### src/rtl/ssw_pkg.sv
// Package of register map, field positions and reset values for the serial port switch
package ssw_pkg;

	// AXI4-Lite register byte addresses
	localparam logic [3:0] SSW_ADDR_STRAP = 4'h0;
	localparam logic [3:0] SSW_ADDR_STATUS = 4'h4;
	localparam logic [3:0] SSW_ADDR_IDENT = 4'h8;

	// Strap register field positions
	localparam int SSW_STRAP_STATUS_OUT = 0;
	localparam int SSW_STRAP_DEFAULT_PORT = 1;
	localparam int SSW_STRAP_DEFAULT_CHOICE = 2;
	localparam int SSW_STRAP_SYNC_BLOCK = 3;
	localparam int SSW_STRAP_HS_SUPPLY = 4;
	localparam int SSW_STRAP_PERM_SUPPLY = 5;
	localparam int SSW_STRAP_EXT_SUPPLY = 6;
	localparam int SSW_STRAP_ROLE_DTE = 7;
	localparam int SSW_STRAP_ISOLATED = 8;
	localparam int SSW_STRAP_WIDTH = 9;

	// Reset value: every strap but the isolated one absent, role DCE, isolated mode
	localparam logic [8:0] SSW_STRAP_RESET = 9'h100;

	// Status register field positions
	localparam int SSW_STAT_PORT_B = 0;
	localparam int SSW_STAT_WAKE = 1;
	localparam int SSW_STAT_SYNC_REQ = 2;
	localparam int SSW_STAT_MANUAL = 3;
	localparam int SSW_STAT_SUPPLY = 4;
	localparam int SSW_STAT_WIDTH = 5;

	// Identification word, value arbitrary
	localparam logic [31:0] SSW_IDENT_VALUE = 32'h0000_5a01;

	// AXI response codes
	localparam logic [1:0] SSW_RESP_OKAY = 2'h0;
	localparam logic [1:0] SSW_RESP_SLVERR = 2'h2;

	// Idle (mark) level of an asynchronous serial line
	localparam logic SSW_LINE_IDLE = 1'b1;

	// Which communication port is joined to the logger
	typedef enum logic {SSW_SEL_A, SSW_SEL_B} ssw_port_e;

endpackage

### src/rtl/ssw_serial_port_switch.sv
// Strap-configured two-port serial switch with AXI4-Lite strap and status registers
`timescale 1ns/10ps
module ssw_serial_port_switch
	import ssw_pkg::*;
(
	input wire logic clock, // 100 MHz clock
	input wire logic reset_n, // Async reset, active low
	input wire logic [3:0] s_axi_awaddr, // Write address
	input wire logic s_axi_awvalid, // Write address valid
	output logic s_axi_awready, // Write address ready
	input wire logic [31:0] s_axi_wdata, // Write data
	input wire logic [3:0] s_axi_wstrb, // Write byte strobes
	input wire logic s_axi_wvalid, // Write data valid
	output logic s_axi_wready, // Write data ready
	output logic [1:0] s_axi_bresp, // Write response
	output logic s_axi_bvalid, // Write response valid
	input wire logic s_axi_bready, // Write response ready
	input wire logic [3:0] s_axi_araddr, // Read address
	input wire logic s_axi_arvalid, // Read address valid
	output logic s_axi_arready, // Read address ready
	output logic [31:0] s_axi_rdata, // Read data
	output logic [1:0] s_axi_rresp, // Read response
	output logic s_axi_rvalid, // Read data valid
	input wire logic s_axi_rready, // Read data ready
	input wire logic logger_wake_request, // Wake request pin from logger
	input wire logic sync_or_print_request, // Sync/print request pin from logger
	input wire logic manualMode, // Manual mode terminal, high = manual
	input wire logic portSelectIn, // Port select terminal, input side
	output logic portSelectOut, // Port select terminal, output side
	output logic portSelectOe, // Port select terminal, output enable
	input wire logic loggerTxData, // Serial data from logger
	output logic loggerRxData, // Serial data to logger
	output logic portATxData, // Serial data to port A
	input wire logic portARxData, // Serial data from port A
	output logic portBTxData, // Serial data to port B
	input wire logic portBRxData, // Serial data from port B
	output logic supplyDtePair, // Supply on DTE-role handshake pair
	output logic supplyDcePair // Supply on DCE-role handshake pair
);

	// Pin synchronisers; first stages read only by second stages
	logic wakeMeta_reg, wakeSync_reg, wakePrev_reg;
	logic syncMeta_reg, syncSync_reg;
	logic manualMeta_reg, manualSync_reg;
	logic selMeta_reg, selSync_reg;
	logic txMeta_reg, txSync_reg;
	logic rxAMeta_reg, rxASync_reg;
	logic rxBMeta_reg, rxBSync_reg;

	// Register file and switch state
	logic [SSW_STRAP_WIDTH-1:0] strap_reg;
	ssw_port_e portSel_reg;
	logic supplyOn_reg;
	logic awHeld_reg, wHeld_reg;
	logic [3:0] awAddr_reg;
	logic [31:0] wData_reg;
	logic [3:0] wStrb_reg;

	// Decoded straps
	logic cfgStatus, cfgDefPort, cfgDefChoice, cfgSyncBlock;
	logic cfgHsSupply, cfgPermSupply, cfgExtSupply, cfgRoleDte, cfgIsolated;
	logic wakeFall, supplyNext, writeFire;
	logic [SSW_STAT_WIDTH-1:0] statusWord;

	// Read decode, shared by the read channel and nothing else but kept named
	function automatic logic [31:0] readWord(input logic [3:0] addr,
		input logic [SSW_STRAP_WIDTH-1:0] straps, input logic [SSW_STAT_WIDTH-1:0] stat);
		logic [31:0] word;
		word = 32'h0000_0000;
		case (addr)
			SSW_ADDR_STRAP: word[SSW_STRAP_WIDTH-1:0] = straps;
			SSW_ADDR_STATUS: word[SSW_STAT_WIDTH-1:0] = stat;
			SSW_ADDR_IDENT: word = SSW_IDENT_VALUE;
			default: word = 32'h0000_0000;
		endcase
		return word;
	endfunction

	// Address hit test, used by both channels
	function automatic logic addrMapped(input logic [3:0] addr);
		return (addr == SSW_ADDR_STRAP) || (addr == SSW_ADDR_STATUS) || (addr == SSW_ADDR_IDENT);
	endfunction

	// Two-stage synchronisers for every pin input, and the wake edge history;
	// serial lines reset to mark so a reset never looks like a start bit
	always_ff @(posedge clock or negedge reset_n)
	begin
		if (!reset_n)
		begin
			wakeMeta_reg <= 1'b0;
			wakeSync_reg <= 1'b0;
			syncMeta_reg <= 1'b0;
			syncSync_reg <= 1'b0;
			manualMeta_reg <= 1'b0;
			manualSync_reg <= 1'b0;
			selMeta_reg <= 1'b0;
			selSync_reg <= 1'b0;
			txMeta_reg <= SSW_LINE_IDLE;
			txSync_reg <= SSW_LINE_IDLE;
			rxAMeta_reg <= SSW_LINE_IDLE;
			rxASync_reg <= SSW_LINE_IDLE;
			rxBMeta_reg <= SSW_LINE_IDLE;
			rxBSync_reg <= SSW_LINE_IDLE;
			wakePrev_reg <= 1'b0;
		end
		else
		begin
			wakeMeta_reg <= logger_wake_request;
			wakeSync_reg <= wakeMeta_reg;
			syncMeta_reg <= sync_or_print_request;
			syncSync_reg <= syncMeta_reg;
			manualMeta_reg <= manualMode;
			manualSync_reg <= manualMeta_reg;
			selMeta_reg <= portSelectIn;
			selSync_reg <= selMeta_reg;
			txMeta_reg <= loggerTxData;
			txSync_reg <= txMeta_reg;
			rxAMeta_reg <= portARxData;
			rxASync_reg <= rxAMeta_reg;
			rxBMeta_reg <= portBRxData;
			rxBSync_reg <= rxBMeta_reg;
			wakePrev_reg <= wakeSync_reg;
		end
	end

	// Strap fields and derived terms
	assign cfgStatus = strap_reg[SSW_STRAP_STATUS_OUT];
	assign cfgDefPort = strap_reg[SSW_STRAP_DEFAULT_PORT];
	assign cfgDefChoice = strap_reg[SSW_STRAP_DEFAULT_CHOICE];
	assign cfgSyncBlock = strap_reg[SSW_STRAP_SYNC_BLOCK];
	assign cfgHsSupply = strap_reg[SSW_STRAP_HS_SUPPLY];
	assign cfgPermSupply = strap_reg[SSW_STRAP_PERM_SUPPLY];
	assign cfgExtSupply = strap_reg[SSW_STRAP_EXT_SUPPLY];
	assign cfgRoleDte = strap_reg[SSW_STRAP_ROLE_DTE];
	assign cfgIsolated = strap_reg[SSW_STRAP_ISOLATED];
	assign wakeFall = wakePrev_reg && !wakeSync_reg;

	// Port selection; a single enum bit cannot express "no port" at all
	always_ff @(posedge clock or negedge reset_n)
	begin
		if (!reset_n)
			portSel_reg <= SSW_SEL_A;
		else if (manualSync_reg)
			portSel_reg <= selSync_reg ? SSW_SEL_B : SSW_SEL_A;
		else if (wakeFall && cfgDefPort)
			portSel_reg <= cfgDefChoice ? SSW_SEL_B : SSW_SEL_A;
		// Without the default-port strap the last port simply stays
	end

	// Status terminal drives only in auto mode with its strap fitted
	always_ff @(posedge clock or negedge reset_n)
	begin
		if (!reset_n)
		begin
			portSelectOe <= 1'b0;
			portSelectOut <= 1'b0;
		end
		else
		begin
			portSelectOe <= cfgStatus && !manualSync_reg;
			portSelectOut <= (portSel_reg == SSW_SEL_B);
		end
	end

	// Handshake supply enable
	always_comb
	begin
		if (!cfgHsSupply || cfgIsolated)
			supplyNext = 1'b0;
		else if (cfgPermSupply)
			supplyNext = 1'b1;
		else if (cfgExtSupply)
			supplyNext = wakeSync_reg || syncSync_reg;
		else
			supplyNext = wakeSync_reg;
	end

	// Supply steered to the pair that the port role dictates
	always_ff @(posedge clock or negedge reset_n)
	begin
		if (!reset_n)
		begin
			supplyOn_reg <= 1'b0;
			supplyDtePair <= 1'b0;
			supplyDcePair <= 1'b0;
		end
		else
		begin
			supplyOn_reg <= supplyNext;
			supplyDtePair <= supplyNext && cfgRoleDte;
			supplyDcePair <= supplyNext && !cfgRoleDte;
		end
	end

	// Data routing; the unselected port sees a steady mark so it never takes noise as data
	always_ff @(posedge clock or negedge reset_n)
	begin
		if (!reset_n)
		begin
			portATxData <= SSW_LINE_IDLE;
			portBTxData <= SSW_LINE_IDLE;
			loggerRxData <= SSW_LINE_IDLE;
		end
		else
		begin
			if (portSel_reg == SSW_SEL_A && !(cfgSyncBlock && syncSync_reg))
				portATxData <= txSync_reg;
			else
				portATxData <= SSW_LINE_IDLE;
			portBTxData <= (portSel_reg == SSW_SEL_B) ? txSync_reg : SSW_LINE_IDLE;
			loggerRxData <= (portSel_reg == SSW_SEL_B) ? rxBSync_reg : rxASync_reg;
		end
	end

	// Write channel: address and data taken in either order, response once both are in
	assign writeFire = awHeld_reg && wHeld_reg && !s_axi_bvalid;

	always_ff @(posedge clock or negedge reset_n)
	begin
		if (!reset_n)
		begin
			awHeld_reg <= 1'b0;
			wHeld_reg <= 1'b0;
			awAddr_reg <= 4'h0;
			wData_reg <= 32'h0000_0000;
			wStrb_reg <= 4'h0;
			s_axi_awready <= 1'b0;
			s_axi_wready <= 1'b0;
			s_axi_bvalid <= 1'b0;
			s_axi_bresp <= SSW_RESP_OKAY;
		end
		else
		begin
			s_axi_awready <= !awHeld_reg && !(s_axi_awvalid && s_axi_awready) && !writeFire;
			s_axi_wready <= !wHeld_reg && !(s_axi_wvalid && s_axi_wready) && !writeFire;
			if (s_axi_awvalid && s_axi_awready)
			begin
				awHeld_reg <= 1'b1;
				awAddr_reg <= s_axi_awaddr;
			end
			if (s_axi_wvalid && s_axi_wready)
			begin
				wHeld_reg <= 1'b1;
				wData_reg <= s_axi_wdata;
				wStrb_reg <= s_axi_wstrb;
			end
			if (writeFire)
			begin
				awHeld_reg <= 1'b0;
				wHeld_reg <= 1'b0;
				s_axi_bvalid <= 1'b1;
				s_axi_bresp <= addrMapped(awAddr_reg) ? SSW_RESP_OKAY : SSW_RESP_SLVERR;
			end
			else if (s_axi_bvalid && s_axi_bready)
				s_axi_bvalid <= 1'b0;
		end
	end

	// Strap register; status and identity words ignore writes
	always_ff @(posedge clock or negedge reset_n)
	begin
		if (!reset_n)
			strap_reg <= SSW_STRAP_RESET;
		else if (writeFire && awAddr_reg == SSW_ADDR_STRAP)
		begin
			if (wStrb_reg[0])
				strap_reg[SSW_STRAP_ROLE_DTE:0] <= wData_reg[SSW_STRAP_ROLE_DTE:0];
			if (wStrb_reg[1])
				strap_reg[SSW_STRAP_ISOLATED] <= wData_reg[SSW_STRAP_ISOLATED];
		end
	end

	// Read channel answers one cycle after the address is taken
	assign statusWord = {supplyOn_reg, manualSync_reg, syncSync_reg, wakeSync_reg,
		portSel_reg == SSW_SEL_B};

	always_ff @(posedge clock or negedge reset_n)
	begin
		if (!reset_n)
		begin
			s_axi_arready <= 1'b0;
			s_axi_rvalid <= 1'b0;
			s_axi_rdata <= 32'h0000_0000;
			s_axi_rresp <= SSW_RESP_OKAY;
		end
		else
		begin
			s_axi_arready <= !s_axi_rvalid && !(s_axi_arvalid && s_axi_arready);
			if (s_axi_arvalid && s_axi_arready)
			begin
				s_axi_rvalid <= 1'b1;
				s_axi_rdata <= readWord(s_axi_araddr, strap_reg, statusWord);
				s_axi_rresp <= addrMapped(s_axi_araddr) ? SSW_RESP_OKAY : SSW_RESP_SLVERR;
			end
			else if (s_axi_rvalid && s_axi_rready)
				s_axi_rvalid <= 1'b0;
		end
	end
endmodule
### config.mk
export PLATFORM = sky130hd
export DESIGN_NAME = ssw_serial_port_switch
export DESIGN_NICKNAME = d
export VERILOG_FILES = /design/src/rtl/ssw_pkg.sv /design/src/rtl/ssw_serial_port_switch.sv
export SDC_FILE = /design/constraint.sdc
export NUM_CORES = 1
export LEC_CHECK = 0
export BUFFER_PORTS_ARGS = -buffer_cell sky130_fd_sc_hd__buf_2
export CORE_ASPECT_RATIO = 1.25
export CORE_MARGIN = 10
export CORE_UTILIZATION = 45
export DETAILED_ROUTE_END_ITERATION = 16
export GPL_TIMING_DRIVEN = 0
export PLACE_DENSITY = 0.83
export SETUP_SLACK_MARGIN = 0.3
export SLEW_MARGIN = 40
export SYNTH_ARGS = -nofsm -noshare
export SYNTH_HDL_FRONTEND = slang
export SYNTH_SLANG_ARGS = --single-unit
### constraint.sdc
create_clock -name clock -period 2.7 [get_ports clock]
set_input_delay 0.135 -clock clock [delete_from_list [all_inputs] [get_ports clock]]
set_output_delay 0.135 -clock clock [all_outputs]
set_load 0.1 [all_outputs]
# After elaboration in Yosys (flattened, before gate mapping)

Cells that the tools add are included.

Bits in latches: 0
Register bits: 91
Memory bits (read-only): 0
Output and inout bits: 48
Memories kept: 0
Memory bits (writable): 0
Bits of input ports: 58

Eq/ne operators: 4
Shifts and indexed selects: 0
Bitwise operators: 1
Reductions and logical operators: 48
Divide/modulo/power cells: 0
Mux-type cells: 23
Add/subtract/negate cells: 0
Multiply operators: 0
Magnitude comparators: 0

Operators by type and width:

| operator                                      | count |
|---|---|
| logical AND 1 bit                             | 20 |
| two-way mux 1 bit                             | 18 |
| case mux 5 bit (3 select lines)               | 1 |
| zero test 1 bit                               | 13 |
| nonzero test 2 bit                            | 5 |
| == test 4 x 3 -> 1 bit, second input constant | 2 |
| == test 4 bit, second input constant          | 2 |
| zero test 4 bit                               | 2 |
| logical OR 1 bit                              | 6 |
| two-way mux 6 bit                             | 1 |
| two-way mux 2 bit                             | 2 |
| two-way mux 4 bit                             | 1 |
| AND reduction 2 bit                           | 2 |
| inverter 1 bit                                | 1 |

# Depth between registers and ports, before layout

Gate-level depths: netlist (run 1).

Depth in word-level cells: 5
Mapped depth: 4
Depth with buffers taken out: 3

# Worst setup path after synthesis (run 1)

OpenSTA, ideal clock, no wires.

Path kind: register -> register
From: register s_axi_arready
To: register s_axi_rdata[1]
Buffers on the path: 0
Cell stages (with the launch flop): 4
Arrival time: 1.835 ns
Period minus slack after synthesis: 1.918 ns
Setup time: 0.083 ns
Slack: 0.782 ns
Path through: dfrtp_1 > nand2_1 > or3_4 > o21ai_0

Cells in the longest elaborated chain, start to end: 1

Ends and longest elaborated chain:

| element                  | RTL line                      | RTL |
|---|---|---|
| start: declaration       | ssw_serial_port_switch.sv:20  | `output logic s_axi_arready,` |
| start signal: assignment | ssw_serial_port_switch.sv:288 | `s_axi_arready <= !s_axi_rvalid && !(s_axi_arvalid && s_axi_arready);` |
| logical AND 1 bit        | ssw_serial_port_switch.sv:289 | `if (s_axi_arvalid && s_axi_arready)` |
| end signal: assignment   | ssw_serial_port_switch.sv:292 | `s_axi_rdata <= readWord(s_axi_araddr, strap_reg, statusWord);` |
| end: declaration         | ssw_serial_port_switch.sv:21  | `output logic [31:0] s_axi_rdata,` |

No other way between the ends.
A chain may end at the register's enable or synchronous reset.

==> impl_results.md, run 1 <==
- Outcome: finished, final reports clean
- Placed inst area: 3040 um2
- Syn Area/Cell: 14.4 um2
- Cell variety after synth: 32
- Crit end category: output pin
- Mapped Area: 2570 um2
- Syn. warnings: 0
- IO Pins: 106
- Final hold viol count: 0
- Slew margin rel.: between 60% and 70%
- Row count: 30
- Worst VDD drop: 0.000941 V
- 1st-pass router iterations: 4
- Nets@finish: about 340
- Fmax: 0.709 GHz
- Cell family with most CP delay: buffers and inverters
- Ant diodes: 0
- Power Density: slightly above 1000 nW/um2
- Crit path launch type: register
- Post-synth top area cell: dfrtp_1
- Worst-Skew Late Latency: 340 ps
- Clk slew on worst S/H paths: 60 ps
- Slew Viols, Final: 0
- Top-area cell type share of the netlist area: 55.5%
- Area grow syn2layout: 29.6%
- Largest net degree at the start of global routing: 36
- Die area: 9150 um2
- Detailed router's first-iteration violation count: 61
- Crit path DAT: ~1300 ps
- Placer Congestion: 0.747
- Initial antenna violation count: 0
- EDFF count, synth: 0
- TritonCTS Buffers: 9
- H-Tree Level Count: 3
- Slowest stage delay, CP: 410 ps
- Routed wire length: 4980 um
- CTS tree: done
- Leak: 1.69 nW
- Grt ovf: 0
- Crit path buf inv count: 2
- HP Class: input port to register
- Die width: 87.6 um
- Post-Syn Instances: between 150 and 200
- Clock Skew: 9.63 ps
- Most used DFF post-synth: dfrtp_1
- Fin area: around 3300 um2
- Layout cells sized above 1: about 49%
- Core footprint: 5480 um2
- Worst endpoint required time: between 2000 and 3000 ps
- GRT Util Overall: between 10% and 20%
- Slowest CP cell: buf_2
- Post CTS Setup Buffer Count: 0
- WS Path Type: register to output pin
- Vias: ~1600
- Tcrit/Tclk final: 52.2%
- Via density: around 4.6
- IO Port Bufs: 58
- First-pass GRT wire length: approximately 8300 um
- Post-synthesis sequential area ratio: between 60% and 70%
- Synth top area cells: dfrtp_1 56%, mux2_2 12%, dfstp_2 10%
- Unrepaired setup endpoints after global routing: no
- Wirelength per Cell: 14.3 um
- Max reg flops: 10
- Seq cells post-synth: 67
- Die Y: 104 um
- Post-route ant nets: 0
- Final min period: 1410 ps
- Post-route DRC: 0
- Worst Path Max Fanout: 5
- CP Cell Sequence: buf_4, buf_2
- Setup violators final: 0
- Post-DP HPWL: 3900 um
- Slew at the pin closest to its max-slew limit: 520 ps
- Async set or reset register ratio after synthesis: 100%
- Setup TNS: 0 ps
- Max-cap viol count: 0
- Number of global-route vias before repair: 1750
- Max Root-Sink Buffers: 2
- Initial Utilization: 46.9%
- Num Clock Sinks: 67
- CTS root buf: clkbuf_8
- # fillers: 461
## Yosys cell counts (2+ instances only)
cell type and instances:
dfrtp_1 57, mux2_2 27, buf_4 24, dfstp_2 10
nand2_1 10, o21ai_0 6, a21oi_1 5, a22o_1 4
mux2i_1 4, inv_1 3, nor2_1 3, a211oi_1 2
buf_2 2, clkbuf_1 2, nor2b_1 2, o41ai_1 2
## layout make-up
class                      count  area [um2]  area share, %
buffer                        28         198           5.94
clock inverter                 2        10.0          0.301
inverter                       3        11.3          0.338
tap                           64        80.1           2.41
timing repair buffer          70         423           12.7
clock buffer                  14         173           5.19
multi-input combinational    101         746           22.4
sequential                    67        1690           50.7
## layer usage
layer / up-vias / global-route usage, % / part of all wire (%)
li1: 769 / - / -
met1: 760 / 12.4 / 39
met2: 57 / 17.9 / 50
met3: 9 / 5.96 / 9.6
met4: 0 / 5.48 / 1.7
met5: - / 0 / 0
## path summary, 6_finish.rpt
kind | startpoint | endpoint | slack [ps] | depth (start not counted)
min in group asynchronous | reset_n | s_axi_rdata[2]$_DFFE_PN0P_ | 280 | 2
setup / recovery | s_axi_rdata[12]$_DFFE_PN0P_ | s_axi_rdata[11] | 1290 | 2
setup reg to reg | awAddr_reg[1]$_DFFE_PN0P_ | strap_reg[2]$_DFFE_PN0P_ | 1300 | 3
hold reg to reg | syncMeta_reg$_DFF_PN0_ | syncSync_reg$_DFF_PN0_ | 350 | 0
hold / removal | s_axi_awvalid | s_axi_awready$_DFF_PN0_ | 20 | 2
max in group asynchronous | reset_n | strap_reg[8]$_DFFE_PN1P_ | 1840 | 3
## metrics by stage
step	std cells	utilization, %	power, mW	hold WS (ps)	worst slack (ps)
after global placement	321	55.0	2.60	240	1280
after CTS	349	60.8	3.41	10.2	1270
after floorplan	199	-	2.42	-161	782
after detailed placement	322	55.4	2.66	100	1290
after global routing	349	60.8	3.56	17.4	1200
final	349	60.8	3.38	21.6	1290
## cell usage in the layout (no fill, tap or decap), types with 2 or more instances in the layout
cell,instances
a211oi_1,2
a22o_1,4
clkbuf_1,4
conb_1,21
buf_2,59
nand2_1,10
dfstp_2,10
buf_4,25
mux2_2,27
nor2b_1,2
clkbuf_8,12
dfrtp_1,57
nor2_1,3
dlygate4sd3_1,11
inv_1,3
a21oi_1,5
o21ai_0,6
clkinv_2,2
o41ai_1,2
mux2i_1,4
## kinds of logic after synthesis
group | after synthesis | synth area share (%)
compound gates | 22 | 5.70
buf+inv | 31 | 8.13
flops | 67 | 65.8
mux | 31 | 13.4
other cells | 1 | 0.146
simple gates | 27 | 6.87
## where the power goes
group / switching (mW) / internal, mW / leakage (nW)
combinational: 0.868 / 0.323 / 0.779
sequential: 0.172 / 1.27 / 0.816
clock: 0.338 / 0.406 / 0.0965
total: 1.38 / 2.00 / 1.69
## repair_timing
item / in CTS / in global routing
resized for setup: 0 / 0
hold endpoints to repair: 33 / 0
hold buffers: 11 / 0
(Power assumes the default switching activity.)
==> run 2: changes to the inputs <==
CORE_UTILIZATION = 43   (was 45)
clock period = 1.2 ns   (was 2.7 ns; I/O delays follow)
==> run 2 against run 1 <==
Effect of this change:
- the flow now finishes with violations (setup timing)
- global-route usage rose by 3.1 points
- setup slack got worse by 1500 ps
- total power rose to 2.9 times the previous value
- die area rose by 3.7%
- cell count rose by 13%
- count of clock-buffer cells in the layout fell by 2
- largest cell class unchanged
- highest routed layer unchanged
==> impl_results.md, run 2 (synthesis gave the netlist of run 1 again) <==
- Commonest cells after routing, fill and taps aside: 36 x dfrtp_1, 33 x buf_4, 32 x buf_12
- Worst endpoint required time: 1410 ps (-1160 ps)
- Clk slew on worst S/H paths: 70 ps (about the same)
- Worst VDD drop: 0.00205 V (+120%)
- Die width: 89.1 um (+1.8%)
- Register share of total power: 36.1% (-6.7 points)
- Post-DP HPWL: 3980 um (+2.2%)
- IO Port Bufs: 58 (unchanged)
- Vias: 1800 (+13%)
- Num Clock Sinks: 67 (unchanged)
- RR Endpoint: strap_reg[0]$_DFFE_PN0P_
- Crit path buf inv count: 1 (-1)
- Detailed router's first-iteration violation count: 68 (+11%)
- IO Pins: 106 (unchanged)
- Routed wire length: 6710 um (+35%)
- Final min period: 1430 ps
- HP Class: input port to register
- Footprint of the multi-input gates: 940 um2 (+26%)
- Ant diodes: 0 (unchanged)
- Worst Path Max Fanout: 8 (+3)
- GRT Util Overall: 14.6% (+3.1 points)
- Overall Power: 9.68 mW (+190%)
- Comb pwr share: 44.3% (+9.1 points)
- Final hold viol count: 0 (unchanged)
- Commonest non-fill, non-tap cell in the layout: dfrtp_1
- WS Path Type: register to register
- Number of global-route vias before repair: 2098 (+20%)
- CTS root buf: clkbuf_8
- Switch share: 38.1% (-2.6 points)
- Clock Skew: 17.6 ps (+7.96 ps)
- Max reg flops: 10 (unchanged)
- # fillers: 321 (-30%)
- TritonCTS Buffers: 9 (unchanged)
- R2R depth: 4 (+1)
- Cell family with most CP delay: flip-flops
- Max-cap viol count: 0 (unchanged)
- Core footprint: 5820 um2 (+6.2%)
- First-pass GRT wire length: 10400 um (+25%)
- Crit path DAT: 1650 ps (+380 ps)
- Layout cells sized above 1: 63.9% (+14 points)
- Dpl ws: -209 ps (-1500 ps)
- Worst-Skew Late Latency: 340 ps (about the same)
- Nets@finish: 380 (+12%)
- Largest net degree at the start of global routing: 38 (+5.6%)
- H-Tree Level Count: 3 (unchanged)
- Hold endpoint: s_axi_rdata[12]$_DFFE_PN0P_
- CP Cell Sequence: and3b_1, buf_6, nand3_4, mux2_4
- Via density: 4.58 (+0.22%)
- Failing checks: setup timing
- Slowest stage delay, CP: 470 ps (+60 ps)
- Post-route ant nets: 0 (unchanged)
- Outcome: finished with violations
- Placer Congestion: 0.728 (-2.6%)
- Power Density: 2150 nW/um2 (+110%)
- Initial Utilization: 44.2% (-2.7 points)
- Grt ovf: 0 (unchanged)
- 1st-pass router iterations: 4 (unchanged)
- Slew at the pin closest to its max-slew limit: 591 ps (+71.7 ps)
- Setup ws final: -234 ps (-1520 ps)
- Slew Viols, Final: 0 (unchanged)
- Fmax: 0.697 GHz
- Hold_ws: 83.5 ps (+61.8 ps)
- Post-route DRC: 0 (unchanged)
- Psw: 3.69 mW (+170%)
- Leak: 2.14 nW (+27%)
- Max Root-Sink Buffers: 2 (unchanged)
- Die area: 9480 um2 (+3.7%)
- Die Y: 106 um (+1.9%)
- FF/Latch Area: 1730 um2 (+2.3%)
- Crit end category: register
- Slew margin rel.: 60.6% (-4.8 points)
- Tcrit/Tclk final: 119%
- Area grow syn2layout: 75.3%
- Unrepaired setup endpoints after global routing: yes
- Core Util, Final: 77.4% (+17 points)
- Row count: 31 (+3.3%)
- Initial antenna violation count: 0 (unchanged)
- Wirelength per Cell: 17.1 um (+20%)
- Clock power share: 19.6% (-2.4 points)
- Hold_sp: s_axi_araddr[3]
- Slowest CP cell: dfrtp_4
- Worst R2R Start: s_axi_bvalid$_DFFE_PN0P_
- Crit path launch type: register
- R2r setup slk: -230 ps (-1530 ps)
- Setup violators final: 19 (+19)
- Hold depth: 3 (+1)
- CTS tree: done
- Pint: 5.99 mW (+200%)
==> run 2: cell types whose count changed in the layout (fill, tap and decap cells not counted), moves of 3 or more <==
cell	delta
buf_12	+31
buf_6	+13
mux2_2	-16
buf_2	-29
o21ai_0	-6
mux2_4	+16
nand2_4	+3
dfrtp_1	-21
buf_4	+8
dfrtp_2	+16
dfrtp_4	+5
o21ai_2	+6
nand2_1	-6
dlygate4sd3_1	+17
==> run 2: worst max-delay path by stage <==
stage	depth (start not counted)	slack, ps	startpoint	endpoint
6_report	4	-230	s_axi_bvalid$_DFFE_PN0P_	strap_reg[0]$_DFFE_PN0P_
3_3_place_gp	1	-340	reset_n	s_axi_arready$_DFF_PN0_
4_1_cts	3	-210	awAddr_reg[1]$_DFFE_PN0P_	strap_reg[0]$_DFFE_PN0P_
5_1_grt	3	-300	awAddr_reg[1]$_DFFE_PN0P_	strap_reg[0]$_DFFE_PN0P_
2_1_floorplan	4	-310	s_axi_bvalid$_DFFE_PN0P_	strap_reg[0]$_DFFE_PN0P_
3_5_place_dp	4	-210	s_axi_bvalid$_DFFE_PN0P_	strap_reg[3]$_DFFE_PN0P_
==> run 2: power groups by stage <==
stage / clock network, mW / registers [mW] / logic (mW)
3_5_place_dp: 0 / 3.41 / 2.97
6_report: 1.90 / 3.49 / 4.29
4_1_cts: 1.93 / 3.43 / 4.03
2_1_floorplan: 0 / 4.41 / 1.44
3_3_place_gp: 0 / 3.37 / 2.90
5_1_grt: 2.04 / 3.57 / 4.48
==> run 2: cell type report <==
cell class | count | area share, %
Clock buffer | 12 | 3.45
Tap cell | 66 | 1.83
Inverter | 3 | 0.250
Multi-Input combinational cell | 101 | 20.9
Sequential cell | 67 | 38.4
Timing Repair Buffer | 112 | 28.0
Buffer | 28 | 6.17
Clock inverter | 4 | 1.11
==> run 2: stage by stage <==
| stage | cells | setup TNS [ps] | area [um2] |
|---|---|---|---|
| after floorplan | 199 | -4550 | 2850 |
| after global placement | 323 | -12070 | 3220 |
| after detailed placement | 324 | -1700 | 3240 |
| after CTS | 387 | -1890 | 4380 |
| after global routing | 393 | -3260 | 4500 |
| final | 393 | -2180 | 4500 |
==> run 2: metal layers <==
layer | routed length, um | global-route usage [%] | share of wire [%] | vias to the layer above
met2 | 3830 | 26.9 | 57 | 50
met1 | 2320 | 13.8 | 35 | 884
li1 | - | - | - | 853
met3 | 401 | 5.35 | 6.0 | 13
met4 | 154 | 6.49 | 2.3 | 0
met5 | 0 | 0 | 0 | -
==> run 2: what timing repair did <==
action                                  in CTS  in global routing
setup buffers                               17                  6
endpoints found under the hold margin       68                  0
gates resized for setup                    125                 19
cloned                                       2                  0
endpoints found under the setup margin      70                 72
pin swaps                                   15                  7
hold buffers                                28                  0
==> run 2: worst reg2reg max path, cell delays in order, from the launching register on <==
cell	delay, ps
dfrtp_4	470
and3b_1	230
buf_6	130
nand3_4	140
mux2_4	340
==> run 3: changes to the inputs <==
TNS_END_PERCENT = 50   (was default)
==> run 3 against run 2 <==
Effect of this change:
- count of clock-buffer cells in the layout increased by 3
- the run still ends with setup timing left
- clock power shrank 8%
- critical path type unchanged
- sequential cell count unchanged
- worst hold slack lost 58 ps
==> impl_results.md, run 3 (synthesis gave the netlist of run 1 again) <==
- IO Port Bufs: 58 (unchanged)
- Setup ws final: -199 ps (+35.1 ps)
- Final hold viol count: 0 (unchanged)
- Post-route ant nets: 0 (unchanged)
- Number of global-route vias before repair: 2010 (-4.2%)
- Worst endpoint required time: 1410 ps (about the same)
- Layout cells sized above 1: 57.9% (-6.1 points)
- Detailed router's first-iteration violation count: 109 (+60%)
- CTS root buf: clkbuf_8
- Max-cap viol count: 0 (unchanged)
- Slew margin rel.: 60.9% (+0.34 points)
- Clock Skew: 5.99 ps (-11.6 ps)
- Post-route DRC: 0 (unchanged)
- Commonest non-fill, non-tap cell in the layout: dfrtp_1
- Setup violators final: 10 (-9)
- Post-DP HPWL: 3800 um (-4.6%)
- Worst VDD drop: 0.00205 V (about the same)
- Unrepaired setup endpoints after global routing: yes
- Dpl cells: 323 (-0.31%)
- HP Class: input port to register
- Slew at the pin closest to its max-slew limit: 586 ps (-5.13 ps)
- Dpl ws: -214 ps (-4.24 ps)
- CTS tree: done
- Met2 GRT Util: 23.5% (-3.4 points)
- Commonest cells after routing, fill and taps aside: 49 x dfrtp_1, 35 x buf_4, 30 x buf_2
- Die area: 9480 um2 (unchanged)
- Crit path DAT: 1610 ps (-40 ps)
- Fmax: 0.715 GHz (+2.5%)
- Slowest CP cell: dfrtp_1
- Crit path launch type: register
- GRT Util Overall: 13.4% (-1.2 points)
- Area grow syn2layout: 68.1%
- TritonCTS Buffers: 9 (unchanged)
- Placer Congestion: 0.720 (-1.1%)
- Worst-Skew Late Latency: 320 ps (-20 ps)
- Crit end category: register
- Failing checks: setup timing
- Final min period: 1400 ps (-35.1 ps)
- Tcrit/Tclk final: 117% (-2.9 points)
- Num Clock Sinks: 67 (unchanged)
- Core Util, Final: 74.2% (-3.2 points)
- Slowest stage delay, CP: 420 ps (-50 ps)
- Slew Viols, Final: 0 (unchanged)
- Worst Path Max Fanout: 8 (unchanged)
- Core footprint: 5820 um2 (unchanged)
- 1st-pass router iterations: 4 (unchanged)
- Max Root-Sink Buffers: 2 (unchanged)
- Grt ovf: 0 (unchanged)
- Row count: 31 (unchanged)
- Largest net degree at the start of global routing: 68 (+79%)
- Wirelength per Cell: 15.8 um (-7.6%)
- Die Y: 106 um (unchanged)
- WS Path Type: register to register
- Routed wire length: 6060 um (-9.7%)
- CP Cell Sequence: nor4_4, nand3_4, mux2_2
- Die width: 89.1 um (unchanged)
- Via density: 4.55 (-0.61%)
- # fillers: 364 (+13%)
- Vias: 1748 (-2.9%)
- Clk slew on worst S/H paths: 70 ps (about the same)
- Max reg flops: 10 (unchanged)
- Ant diodes: 0 (unchanged)
- Power Density: 2120 nW/um2 (-1.5%)
- Initial antenna violation count: 0 (unchanged)
- Initial Utilization: 44.2% (unchanged)
- Met1 GRT Util: 14.1% (+0.28 points)
- H-Tree Level Count: 3 (unchanged)
- First-pass GRT wire length: 9890 um (-5.4%)
- Outcome: finished with violations
- IO Pins: 106 (unchanged)
- GR peak layer: met2
- Met3 usage: 4.13% (-1.2 points)
- Leak: 2.10 nW (-2.0%)
- Finished Layout Cells: 384 (-2.3%)
- Overall Power: 9.14 mW (-5.6%)
- Nets@finish: 371 (-2.4%)
run 3: changes by cell type in the layout (fill, tap and decap cells not counted), moves of 2 or more:
| cell | change |
|---|---|
| dfrtp_2 | -12 |
| clkinvlp_4 | -2 |
| clkbuf_8 | +2 |
| a21oi_2 | -2 |
| dfrtp_1 | +13 |
| a21oi_1 | +2 |
| buf_4 | +2 |
| buf_6 | -5 |
| buf_12 | -4 |
run 3: what timing repair did:
item | 4_1_cts | 5_1_grt
cloned | 1 | 0
hold endpoints to repair | 83 | 57
hold buffers | 26 | 1
pin swaps | 25 | 13
setup buffers | 14 | 3
resized for setup | 132 | 7
setup endpoints to repair | 70 | 73
run 3: path summary, 6_finish.rpt:
kind,from,end,slack (ps),cells past startpoint
min in group asynchronous,reset_n,syncMeta_reg$_DFF_PN0_,280,2
min reg2reg,manualMeta_reg$_DFF_PN0_,manualSync_reg$_DFF_PN0_,350,0
max in group asynchronous,reset_n,s_axi_bvalid$_DFFE_PN0P_,460,2
min,s_axi_wvalid,s_axi_wready$_DFF_PN0_,30,2
max,awAddr_reg[2]$_DFFE_PN0P_,strap_reg[2]$_DFFE_PN0P_,-200,3
max reg2reg,awAddr_reg[2]$_DFFE_PN0P_,strap_reg[2]$_DFFE_PN0P_,-200,3
run 3: power breakdown:
| group | switching, mW | leakage, nW | internal (mW) |
|---|---|---|---|
| Clock | 0.763 | 0.0997 | 0.976 |
| Sequential | 0.555 | 0.807 | 2.91 |
| Combinational | 2.16 | 1.20 | 1.77 |
run 3: worst max-delay path, delay by kind of cell (launching register included):
kind             cells  cell delay [ps]
DFF                  1              420
and+or+nand+nor      2              550
muxes                1              310
run 3: stage by stage:
step,area [um2],setup TNS [ps],hold slack [ps]
2_1_floorplan,2780,-4470,-236
3_3_place_gp,3150,-10210,165
3_5_place_dp,3160,-1760,168
4_1_cts,4250,-1930,-143
5_1_grt,4320,-2430,20.0
6_report,4320,-1740,25.7
run 3: routing by layer:
metal  part of all wire (%)  up-vias
met5                      0        -
met4                    1.3        0
met3                    4.9        6
met2                     56       52
met1                     38      848
li1                       -      842
run 3: layout make-up:
| cell class | instances | area, um2 | share of cell area (%) |
|---|---|---|---|
| Tap cell | 66 | 82.6 | 1.91 |
| Inverter | 3 | 11.3 | 0.261 |
| Sequential cell | 67 | 1710 | 39.6 |
| Clock buffer | 15 | 186 | 4.32 |
| Clock inverter | 1 | 5.00 | 0.116 |
| Buffer | 28 | 251 | 5.82 |
| Multi-Input combinational cell | 101 | 933 | 21.6 |
| Timing Repair Buffer | 103 | 1140 | 26.4 |
